==> src/include/acc_pkg.sv <==
// Constants for the conversion control block: offsets, fields, resets, timing
package acc_pkg;

    // Register byte offsets
    localparam logic [4:0] OFF_CTRL0   = 5'h00;
    localparam logic [4:0] OFF_CTRL1   = 5'h04;
    localparam logic [4:0] OFF_RES_HI  = 5'h08;
    localparam logic [4:0] OFF_RES_LO  = 5'h0c;
    localparam logic [4:0] OFF_PINSEL  = 5'h10;
    localparam logic [4:0] OFF_IRQ     = 5'h14;

    // Control zero fields
    localparam int CTRL0_START = 7;
    localparam int CTRL0_BUSY  = 6;
    localparam int CTRL0_EN    = 5;
    localparam int CTRL0_ALIGN = 4;
    localparam int CTRL0_CHAN  = 0;

    // Control one fields
    localparam int CTRL1_SRC   = 5;
    localparam int CTRL1_REF   = 3;
    localparam int CTRL1_DIV   = 0;

    // Interrupt register fields
    localparam int IRQ_FLAG    = 0;
    localparam int IRQ_ENABLE  = 1;

    // Reset values
    localparam logic [7:0]  CTRL0_RESET  = 8'h00;
    localparam logic [7:0]  CTRL1_RESET  = 8'h00;
    localparam logic [7:0]  PINSEL_RESET = 8'h00;
    localparam logic [11:0] RESULT_RESET = 12'h000;

    // Input source select codes
    localparam logic [2:0] SRC_EXT0     = 3'h0;
    localparam logic [2:0] SRC_BANDGAP  = 3'h1;
    localparam logic [2:0] SRC_GND_LO   = 3'h2;
    localparam logic [2:0] SRC_GND_HI   = 3'h4;

    // Conversion timing in conversion-clock cycles
    localparam logic [3:0] SAMPLE_CYCLES  = 4'h4;
    localparam logic [3:0] CONVERT_CYCLES = 4'hc;

    // Sequencer states
    typedef enum logic [1:0] {
        SEQ_IDLE,
        SEQ_ARMED,
        SEQ_SAMPLE,
        SEQ_CONVERT
    } acc_seq_t;

endpackage

==> src/rtl/acc_clk_div.sv <==
// Conversion clock tick generator: system clock divided by a power of two
`timescale 1ns/1ns
module acc_clk_div #(
    parameter int DIV_W = 3
) (
    // Clock and reset
    input  wire logic             clk,
    input  wire logic             rstn,
    // Control
    input  wire logic             run,
    input  wire logic [DIV_W-1:0] divSel,
    // Tick out
    output logic                  tick
);
    localparam int CNT_W = (1 << DIV_W) - 1;

    logic [CNT_W-1:0] cnt_q;
    logic [CNT_W-1:0] mask;

    // Low divSel bits of the counter all ones marks one conversion period
    always_comb begin
        mask = CNT_W'((1 << divSel) - 1);
        tick = run && ((cnt_q & mask) == mask);
    end

    // Free-running counter, parked at zero while stopped
    always_ff @(posedge clk or negedge rstn) begin
        if (!rstn) begin
            cnt_q <= '0;
        end else if (!run) begin
            cnt_q <= '0;
        end else begin
            cnt_q <= cnt_q + CNT_W'(1);
        end
    end
endmodule

==> src/rtl/acc_pin_ctl.sv <==
// One shared pin: analog selection overrides digital direction, pull and function
`timescale 1ns/1ns
module acc_pin_ctl (
    // Clock and reset
    input  wire logic clk,
    input  wire logic rstn,
    // Software pin settings
    input  wire logic analogSel,
    input  wire logic portDirOut,
    input  wire logic portPullUp,
    input  wire logic altFuncEn,
    // Pad controls
    output logic      padOutEn_q,
    output logic      padPullEn_q,
    output logic      padDigitalEn_q,
    output logic      padAltEn_q
);
    // Registered pad controls with the analog override
    always_ff @(posedge clk or negedge rstn) begin
        if (!rstn) begin
            padOutEn_q     <= 1'b0;
            padPullEn_q    <= 1'b0;
            padDigitalEn_q <= 1'b1;
            padAltEn_q     <= 1'b0;
        end else begin
            padOutEn_q     <= portDirOut && !analogSel;
            padPullEn_q    <= portPullUp && !analogSel;
            padDigitalEn_q <= !analogSel;
            padAltEn_q     <= altFuncEn && !analogSel;
        end
    end
endmodule

==> src/rtl/acc_conv_ctrl.sv <==
// Converter control: register slave, input routing, start, sequencing, result
//
// Implementation choices: the register addresses and the Avalon-MM slave port.
`timescale 1ns/1ns
module acc_conv_ctrl #(
    parameter int NUM_PINS = 8,
    parameter int RES_W    = 12
) (
    // Clock and reset
    input  wire logic                clk,
    input  wire logic                rstn,
    // Avalon-MM slave
    input  wire logic [4:0]          avsAddress,
    input  wire logic                avsRead,
    input  wire logic                avsWrite,
    input  wire logic [31:0]         avsWritedata,
    input  wire logic [3:0]          avsByteenable,
    output logic [31:0]              avsReaddata,
    output logic                     avsWaitrequest,
    // Port settings from the digital I/O block
    input  wire logic [NUM_PINS-1:0] portDirOut,
    input  wire logic [NUM_PINS-1:0] portPullUp,
    input  wire logic [NUM_PINS-1:0] altFuncEn,
    // Pad controls
    output logic [NUM_PINS-1:0]      padOutEn,
    output logic [NUM_PINS-1:0]      padPullEn,
    output logic [NUM_PINS-1:0]      padDigitalEn,
    output logic [NUM_PINS-1:0]      padAltEn,
    // Analog front end controls
    output logic [NUM_PINS-1:0]      externalChannelConnect,
    output logic                     bandgapConnect,
    output logic                     groundConnect,
    output logic [1:0]               referenceSelect,
    output logic                     converterPowerOn,
    output logic                     samplingActive,
    output logic                     convertingActive,
    // Converter result from the analog core
    input  wire logic [RES_W-1:0]    converterData,
    // Interrupt request
    output logic                     conversionIrq
);
    // Register state
    logic [7:0]         ctrl0_q;
    logic [7:0]         ctrl1_q;
    logic [7:0]         pinSel_q;
    logic [RES_W-1:0]   result_q;
    logic               irqFlag_q;
    logic               irqEnable_q;
    logic               waitreq_q;
    logic [31:0]        rdata_q;
    logic               busy_q;
    logic               startPend_q;
    logic               done_q;
    acc_pkg::acc_seq_t  seq_q;
    logic [3:0]         cycCnt_q;

    // Decoded fields
    logic               accept;
    logic               wrEn;
    logic               startBit;
    logic               powerEn;
    logic               alignRight;
    logic [3:0]         chanSel;
    logic [2:0]         srcSel;
    logic [2:0]         divSel;
    logic               convTick;
    logic               startReq;
    logic               lastTick;
    logic [7:0]         resHi;
    logic [7:0]         resLo;
    logic [7:0]         ctrl0Read;

    assign startBit   = ctrl0_q[acc_pkg::CTRL0_START];
    assign powerEn    = ctrl0_q[acc_pkg::CTRL0_EN];
    assign alignRight = ctrl0_q[acc_pkg::CTRL0_ALIGN];
    assign chanSel    = ctrl0_q[acc_pkg::CTRL0_CHAN +: 4];
    assign srcSel     = ctrl1_q[acc_pkg::CTRL1_SRC +: 3];
    assign divSel     = ctrl1_q[acc_pkg::CTRL1_DIV +: 3];

    // Bus handshake: one wait cycle, then the access completes
    assign accept = (avsRead || avsWrite) && waitreq_q;
    assign wrEn   = avsWrite && !waitreq_q && avsByteenable[0];

    // Start request: start bit written low while it stood high
    assign startReq = wrEn && (avsAddress == acc_pkg::OFF_CTRL0) && startBit
                      && !avsWritedata[acc_pkg::CTRL0_START] && powerEn;

    // Result byte formatting
    always_comb begin
        if (alignRight) begin
            resHi = {4'h0, result_q[11:8]};
            resLo = result_q[7:0];
        end else begin
            resHi = result_q[11:4];
            resLo = {result_q[3:0], 4'h0};
        end
        ctrl0Read = ctrl0_q;
        ctrl0Read[acc_pkg::CTRL0_BUSY] = busy_q;
    end

    // Waitrequest generator
    always_ff @(posedge clk or negedge rstn) begin
        if (!rstn) begin
            waitreq_q <= 1'b1;
        end else begin
            waitreq_q <= !accept;
        end
    end

    // Read data captured in the wait cycle
    always_ff @(posedge clk or negedge rstn) begin
        if (!rstn) begin
            rdata_q <= 32'h0000_0000;
        end else if (accept && avsRead) begin
            unique case (avsAddress)
                acc_pkg::OFF_CTRL0:  rdata_q <= {24'h00_0000, ctrl0Read};
                acc_pkg::OFF_CTRL1:  rdata_q <= {24'h00_0000, ctrl1_q};
                acc_pkg::OFF_RES_HI: rdata_q <= {24'h00_0000, resHi};
                acc_pkg::OFF_RES_LO: rdata_q <= {24'h00_0000, resLo};
                acc_pkg::OFF_PINSEL: rdata_q <= {24'h00_0000, pinSel_q};
                acc_pkg::OFF_IRQ:    rdata_q <= {30'h0000_0000, irqEnable_q, irqFlag_q};
                default:             rdata_q <= 32'h0000_0000;
            endcase
        end
    end

    // Control zero: busy bit is read only and not stored here
    always_ff @(posedge clk or negedge rstn) begin
        if (!rstn) begin
            ctrl0_q <= acc_pkg::CTRL0_RESET;
        end else if (wrEn && avsAddress == acc_pkg::OFF_CTRL0) begin
            ctrl0_q <= avsWritedata[7:0] & 8'hbf;
        end
    end

    // Control one and pin selection
    always_ff @(posedge clk or negedge rstn) begin
        if (!rstn) begin
            ctrl1_q  <= acc_pkg::CTRL1_RESET;
            pinSel_q <= acc_pkg::PINSEL_RESET;
        end else if (wrEn) begin
            if (avsAddress == acc_pkg::OFF_CTRL1) begin
                ctrl1_q <= avsWritedata[7:0];
            end
            if (avsAddress == acc_pkg::OFF_PINSEL) begin
                pinSel_q <= avsWritedata[7:0];
            end
        end
    end

    // Interrupt flag: completion sets, write one clears, set wins
    always_ff @(posedge clk or negedge rstn) begin
        if (!rstn) begin
            irqFlag_q   <= 1'b0;
            irqEnable_q <= 1'b0;
        end else begin
            if (wrEn && avsAddress == acc_pkg::OFF_IRQ) begin
                irqEnable_q <= avsWritedata[acc_pkg::IRQ_ENABLE];
            end
            if (done_q) begin
                irqFlag_q <= 1'b1;
            end else if (wrEn && avsAddress == acc_pkg::OFF_IRQ && avsWritedata[acc_pkg::IRQ_FLAG]) begin
                irqFlag_q <= 1'b0;
            end
        end
    end

    // Conversion clock divider
    acc_clk_div #(
        .DIV_W (3)
    ) u_clk_div (
        .clk    (clk),
        .rstn   (rstn),
        .run    (powerEn),
        .divSel (divSel),
        .tick   (convTick)
    );

    assign lastTick = convTick && (cycCnt_q == 4'h1);

    // Sequencer: wait tick, sample four ticks, convert twelve ticks
    always_ff @(posedge clk or negedge rstn) begin
        if (!rstn) begin
            seq_q    <= acc_pkg::SEQ_IDLE;
            cycCnt_q <= 4'h0;
        end else if (!powerEn || (startBit && !startReq)) begin
            seq_q    <= acc_pkg::SEQ_IDLE;
            cycCnt_q <= 4'h0;
        end else begin
            unique case (seq_q)
                acc_pkg::SEQ_IDLE: begin
                    if (startReq) begin
                        seq_q <= acc_pkg::SEQ_ARMED;
                    end
                end
                acc_pkg::SEQ_ARMED: begin
                    if (convTick) begin
                        seq_q    <= acc_pkg::SEQ_SAMPLE;
                        cycCnt_q <= acc_pkg::SAMPLE_CYCLES;
                    end
                end
                acc_pkg::SEQ_SAMPLE: begin
                    if (lastTick) begin
                        seq_q    <= acc_pkg::SEQ_CONVERT;
                        cycCnt_q <= acc_pkg::CONVERT_CYCLES;
                    end else if (convTick) begin
                        cycCnt_q <= cycCnt_q - 4'h1;
                    end
                end
                acc_pkg::SEQ_CONVERT: begin
                    if (lastTick) begin
                        seq_q    <= acc_pkg::SEQ_IDLE;
                        cycCnt_q <= 4'h0;
                    end else if (convTick) begin
                        cycCnt_q <= cycCnt_q - 4'h1;
                    end
                end
            endcase
        end
    end

    // Busy flag, completion pulse and result capture
    always_ff @(posedge clk or negedge rstn) begin
        if (!rstn) begin
            busy_q   <= 1'b0;
            done_q   <= 1'b0;
            result_q <= acc_pkg::RESULT_RESET;
        end else begin
            done_q <= 1'b0;
            if (startReq) begin
                busy_q <= 1'b1;
            end else if (!powerEn || startBit) begin
                busy_q <= 1'b0;
            end else if (seq_q == acc_pkg::SEQ_CONVERT && lastTick) begin
                busy_q   <= 1'b0;
                done_q   <= 1'b1;
                result_q <= converterData;
            end
        end
    end

    // Analog input routing
    always_ff @(posedge clk or negedge rstn) begin
        if (!rstn) begin
            externalChannelConnect <= '0;
            bandgapConnect         <= 1'b0;
            groundConnect          <= 1'b0;
        end else begin
            externalChannelConnect <= '0;
            bandgapConnect         <= (srcSel == acc_pkg::SRC_BANDGAP);
            groundConnect          <= (srcSel >= acc_pkg::SRC_GND_LO)
                                      && (srcSel <= acc_pkg::SRC_GND_HI);
            if ((srcSel == acc_pkg::SRC_EXT0 || srcSel > acc_pkg::SRC_GND_HI) && !chanSel[3]) begin
                externalChannelConnect[chanSel[2:0]] <= 1'b1;
            end
        end
    end

    // Front end status and interrupt output
    always_ff @(posedge clk or negedge rstn) begin
        if (!rstn) begin
            referenceSelect  <= 2'h0;
            converterPowerOn <= 1'b0;
            samplingActive   <= 1'b0;
            convertingActive <= 1'b0;
            conversionIrq    <= 1'b0;
        end else begin
            referenceSelect  <= ctrl1_q[acc_pkg::CTRL1_REF +: 2];
            converterPowerOn <= powerEn;
            samplingActive   <= (seq_q == acc_pkg::SEQ_SAMPLE);
            convertingActive <= (seq_q == acc_pkg::SEQ_CONVERT);
            conversionIrq    <= irqFlag_q && irqEnable_q;
        end
    end

    assign avsWaitrequest = waitreq_q;
    assign avsReaddata    = rdata_q;

    // One override cell per shared pin
    for (genvar p = 0; p < NUM_PINS; p++) begin : g_pin
        acc_pin_ctl u_pin (
            .clk            (clk),
            .rstn           (rstn),
            .analogSel      (pinSel_q[p]),
            .portDirOut     (portDirOut[p]),
            .portPullUp     (portPullUp[p]),
            .altFuncEn      (altFuncEn[p]),
            .padOutEn_q     (padOutEn[p]),
            .padPullEn_q    (padPullEn[p]),
            .padDigitalEn_q (padDigitalEn[p]),
            .padAltEn_q     (padAltEn[p])
        );
    end
endmodule

==> config.mk <==
export PLATFORM = sky130hd
export DESIGN_NAME = acc_conv_ctrl
export DESIGN_NICKNAME = d
export VERILOG_FILES = /design/src/include/acc_pkg.sv /design/src/rtl/acc_clk_div.sv /design/src/rtl/acc_pin_ctl.sv /design/src/rtl/acc_conv_ctrl.sv
export SDC_FILE = /design/constraint.sdc
export NUM_CORES = 1
export LEC_CHECK = 0
export ABC_AREA = 1
export BUFFER_PORTS_ARGS = -buffer_cell sky130_fd_sc_hd__buf_2
export CORE_ASPECT_RATIO = 1.75
export CORE_UTILIZATION = 35
export DETAILED_ROUTE_END_ITERATION = 8
export GPL_TIMING_DRIVEN = 0
export SLEW_MARGIN = 0
export SYNTH_ARGS = -nofsm -noshare
export SYNTH_HDL_FRONTEND = slang
export SYNTH_SLANG_ARGS = --single-unit
==> constraint.sdc <==
create_clock -name clk -period 3.9 [get_ports clk]
set_clock_uncertainty 0.2 [all_clocks]
set_input_delay 0.78 -clock clk [delete_from_list [all_inputs] [get_ports clk]]
set_output_delay 0.78 -clock clk [all_outputs]
set_load 0.05 [all_outputs]
Word level (Yosys, flattened, before mapping). Cells that the tools add are included.

Add/sub/neg operators: 3. Multiply operators: 0. Divide/modulo/power cells: 0. Magnitude comparators: 5. Equal/unequal tests: 15. Shifts and indexed selects: 1. Multiplexer cells: 27. Bitwise operators: 3. Reductions and logical operators: 71.

Operator list (number): $pmux 8 s6 (1); $logic_and 1x1->1 (42); $mux 8 (3); $mux 4 (5); $logic_not 1->1 (14); $ne 3x3->1 const B (4); $pmux 4 s3 (1); $eq 5x4->1 const B (2); $eq 5x5->1 const B (2); $mux 2 (5); $mux 1 (9); $pmux 2 s4 (1); $add 7x1->7 const B (1); $and 7x7->7 (1); $eq 7x7->1 (1); $mux 7 (1); $shl 1x3->7 const A (1); $sub 7x2->7 const B (1); $reduce_and 2->1 (3); $eq 5x3->1 const B (1); $logic_not 5->1 (1); $eq 2x2->1 const B (2); $eq 4x1->1 const B (1); $logic_or 1x1->1 (4); other kinds (17) (18).

Flip-flop bits (word level): 133. Latch bits: 0. RAM bits: 0. ROM bits: 0. Input bits: 81. Logic and storage cells: 178. Memories: 0.

Depth between registers and ports, before layout.
Depth in word-level cells: 12. Depth in mapped cells: 13. Gate-level depth less buffers: 13.

Modules after synthesis. From an unflattened synthesis, not the netlist that was laid out.

Cells, all modules: 591. Area total of the unflattened synthesis: 5198.7 µm².

Modules (own cells, without submodules): acc_conv_ctrl (times used 1, cells each 454, area each 3798.6 µm²); acc_pin_ctl (times used 8, cells each 11, area each 127.6 µm²); acc_clk_div (times used 1, cells each 49, area each 379.1 µm²).

Least setup slack after synthesis. OpenSTA, ideal clock, no wires.

Path type: input port to flip-flop. From: in avsAddress[4]. To: reg ctrl1_q[6]. Setup time: 126 ps. Arrival time: 1763 ps. Path slack: 1811 ps. Stages on the path: 6. Cell sequence: buf_4 > nor4_4 > nand2_2 > buf_2 > nand2_1 > o21ai_0.

Word-level cells in the longest chain between the ends: 2.

Ends and longest elaborated chain: start, declared (line acc_conv_ctrl.sv:13) `input wire logic [4:0] avsAddress,`; $eq 5x3->1 (line acc_conv_ctrl.sv:142) `if (avsAddress == acc_pkg::OFF_CTRL1) begin`; $reduce_and 2->1 (no source line); end signal, assigned (line acc_conv_ctrl.sv:139) `ctrl1_q <= acc_pkg::CTRL1_RESET;`; end signal, assigned (line acc_conv_ctrl.sv:143) `ctrl1_q <= avsWritedata[7:0];`; end, declared (line acc_conv_ctrl.sv:44) `logic [7:0] ctrl1_q;`.

No other way between the ends. A chain may end at the register's enable or synchronous reset.

Worst setup path in the final report.
From: reg g_pin[3].u_pin.padDigitalEn_q. To: out padDigitalEn[3].

RTL lines: start, declared (line acc_pin_ctl.sv:15) `output logic padDigitalEn_q,`; start signal, assigned (line acc_pin_ctl.sv:28) `padDigitalEn_q <= !analogSel;`; end, declared (line acc_conv_ctrl.sv:27) `output logic [NUM_PINS-1:0] padDigitalEn,`.

No word-level cell between the ends.

==> results.toml <==
[global_route]
grt_pass1_vias = 3953
grt_pass1_wl_um = 18800
groute.usage.overall_pct = 16.1
antenna_found_initial = 0
grt_overflow = 0
grt_max_degree = 73

[cells_and_area]
antenna_cells = 0
regMostFlops = "result_q"
nets = 821
final_cells = 917
seq_area_um2 = 2740
largest_reg_flops = 12
nFillCells = 1442
multi_input_area_um2 = 1660
syn_to_final_growth_pct = 23.0
drive_above_1_share_pct = 29.0
final_area_um2 = 6280

[synth]
synth_cell_types = 35
synth_area_leader_cell = "dfrtp_1"
yosys-top-cells-area = "dfrtp_1 (49%), nand2_1 (11%), buf_4 (8.4%), inv_1 (6.1%), o21ai_0 (5.1%)"
synth_ff_type = "dfrtp_1"
ys_ff_latch = 109
synthCells = 588
yosys_warnings = 0
async_flop_share_pct = 100
synth.most_common_cell = "nand2_1"
yosys.area.top_type_share_pct = 49.0
synth_common_cells = "nand2_1 (153), dfrtp_1 (100), inv_1 (83), buf_4 (57)"
syn_area_um2 = 5110
synth_edf_count = 0
synth_area_per_cell_um2 = 8.69
synth-seq-area-share_pct = 53.6

[routing]
dr.pass1.iters = 4
drc = 0
detail_route.iter0.violations = 180
ant_nets = 0
wl_per_cell_um = 12.9
post_drt_via_cell_ratio = 4.40
vias = 4036
drt_wl_total_um = 11800

[setup_path]
worstPathRequired_ps = 2920
critPathTopFamily = "flip-flops"
crit_path_end_kind = "output pin"
crit_path_top_delay_cell = "dfstp_2"
path_max_fanout = 1
critPathLaunchType = "register"
crit_arrival_ps = 1220
r2r_setup_slack_ps = 1870
slowest_delay_ps = 520
path_cells = "buf_4 -> buf_2"
crit_buf_inv = 2
path_class = "reg -> out"

[timing]
fin_crit_ps = 2200
setup_viol = 0
slew_headroom_pct = 58.6
max_slew.worst_pin.slew_ps = 618
fmax_mhz = 455
tns_ps = 0
fin_crit_sh_pct = 56.3
rsz0062_at_grt = "false"
maxSlewViolCount = 0
hold_viol = 0

[die]
die_height_um = 162
die_w_um = 93.3
rows = 58
die-area_um2 = 15100
ioPinCount = 162
initial_utilization_pct = 35.7
coreArea_um2 = 14300

[worst_hold_path]
hold_class = "in -> async"

[clock_network]
cts_made_buffers = 9
root_buffer = "clkbuf_16"
clock_latency_ps = 350
h-tree-depth = 3
cts.sink_count = 109
max-clock-path-buffers = 2
clk_pin_slew_ps = 70
cts-resized-gates = 0
hold_buffers = 0
cts_setup_buffers = 0
tritoncts = "built"

[power]
peakVddDrop_mv = 0.200
power_mw = 2.62
power.density_nw_per_um2 = 417
total_leakage_power_nw = 3.39

[placement]
dpl_cell_area_um2 = 6000
port_buffers = 109
place.gp.congestion = 0.868
dp.cells = 901
dp_hpwl_um = 9290

[run_status]
status = "completed"

[flow_run]
max_cap_violations = 0
-- cells by family (layout without fill, tap and decap cells) --
family                     after synthesis  after routing  synth area share (%)
and+or+nand+nor                        244            244                  20.5
AOI/OAI and AO/OA                       74             74                  7.81
adders and majority gates                8              8                  1.96
buffers and inverters                  149            275                  15.6
other                                    1             24                0.0734
xor gates and xnor gates                 3              3                 0.514
DFF                                    109            109                  53.6
-- worst paths after layout --
check,from,endpoint,cells past startpoint
min,rstn,g_pin[4].u_pin.padPullEn_q$_DFF_PN0_,1
max in group asynchronous,rstn,g_pin[5].u_pin.padDigitalEn_q$_DFF_PN1_,2
min reg2reg,ctrl1_q[3]$_DFFE_PN0P_,referenceSelect[0]$_DFF_PN0_,0
max reg2reg,avsWaitrequest$_DFF_PN1_,seq_q[0]$_DFFE_PN0P_,7
max,g_pin[3].u_pin.padDigitalEn_q$_DFF_PN1_,padDigitalEn[3],2
min in group clk,ctrl1_q[3]$_DFFE_PN0P_,referenceSelect[0]$_DFF_PN0_,0
-- worst register-to-register path: stages, from the launching register on --
cell	delay [ps]
dfstp_2	380
nor2_1	490
nand3_2	180
nand2_2	170
nand3_2	150
nand3_1	190
nand2_1	70
o21ai_0	100
-- power by group --
group          total, mW  internal (mW)  leakage, nW  switching, mW
logic              0.506          0.144         1.90          0.362
clock network      0.869          0.455        0.133          0.414
registers           1.25           1.20         1.36         0.0441
total               2.62           1.80         3.39          0.820
-- layer usage --
metal | routed length [µm] | vias up | global-route usage, %
li1 | - | 2019 | -
met1 | 4490 | 1885 | 17.2
met2 | 6480 | 117 | 30.3
met3 | 519 | 15 | 2.29
met4 | 327 | 0 | 7.62
met5 | 0 | - | 0
-- cell type report --
type | count | share of cell area, %
well taps | 180 | 3.58
plain buffers | 63 | 7.41
clock inverters | 6 | 0.757
multi-input cells | 353 | 26.4
clock buffers | 10 | 3.80
repair buffers | 110 | 9.16
inverters | 86 | 5.26
flip-flops and latches | 109 | 43.6
-- per-stage QoR --
step	worst slack [ps]	hold WS [ps]	utilization [%]
4_1_cts	1700	213	43.9
5_1_grt	1620	241	43.9
6_report	1700	209	43.9
2_1_floorplan	1810	174	-
3_3_place_gp	712	199	41.7
3_5_place_dp	1380	200	41.9
-- cell usage in the layout (no fill, tap or decap), types with 8 or more instances in the layout --
cell type  count
clkbuf_16      9
buf_4         58
a21oi_1       11
conb_1        24
buf_2        111
nor2_1        52
o21ai_0       52
inv_1         83
nand3_1       19
nand2_1      153
dfrtp_1      100
ha_1           8
dfstp_2        9
Power figures use the tool's default switching activity.
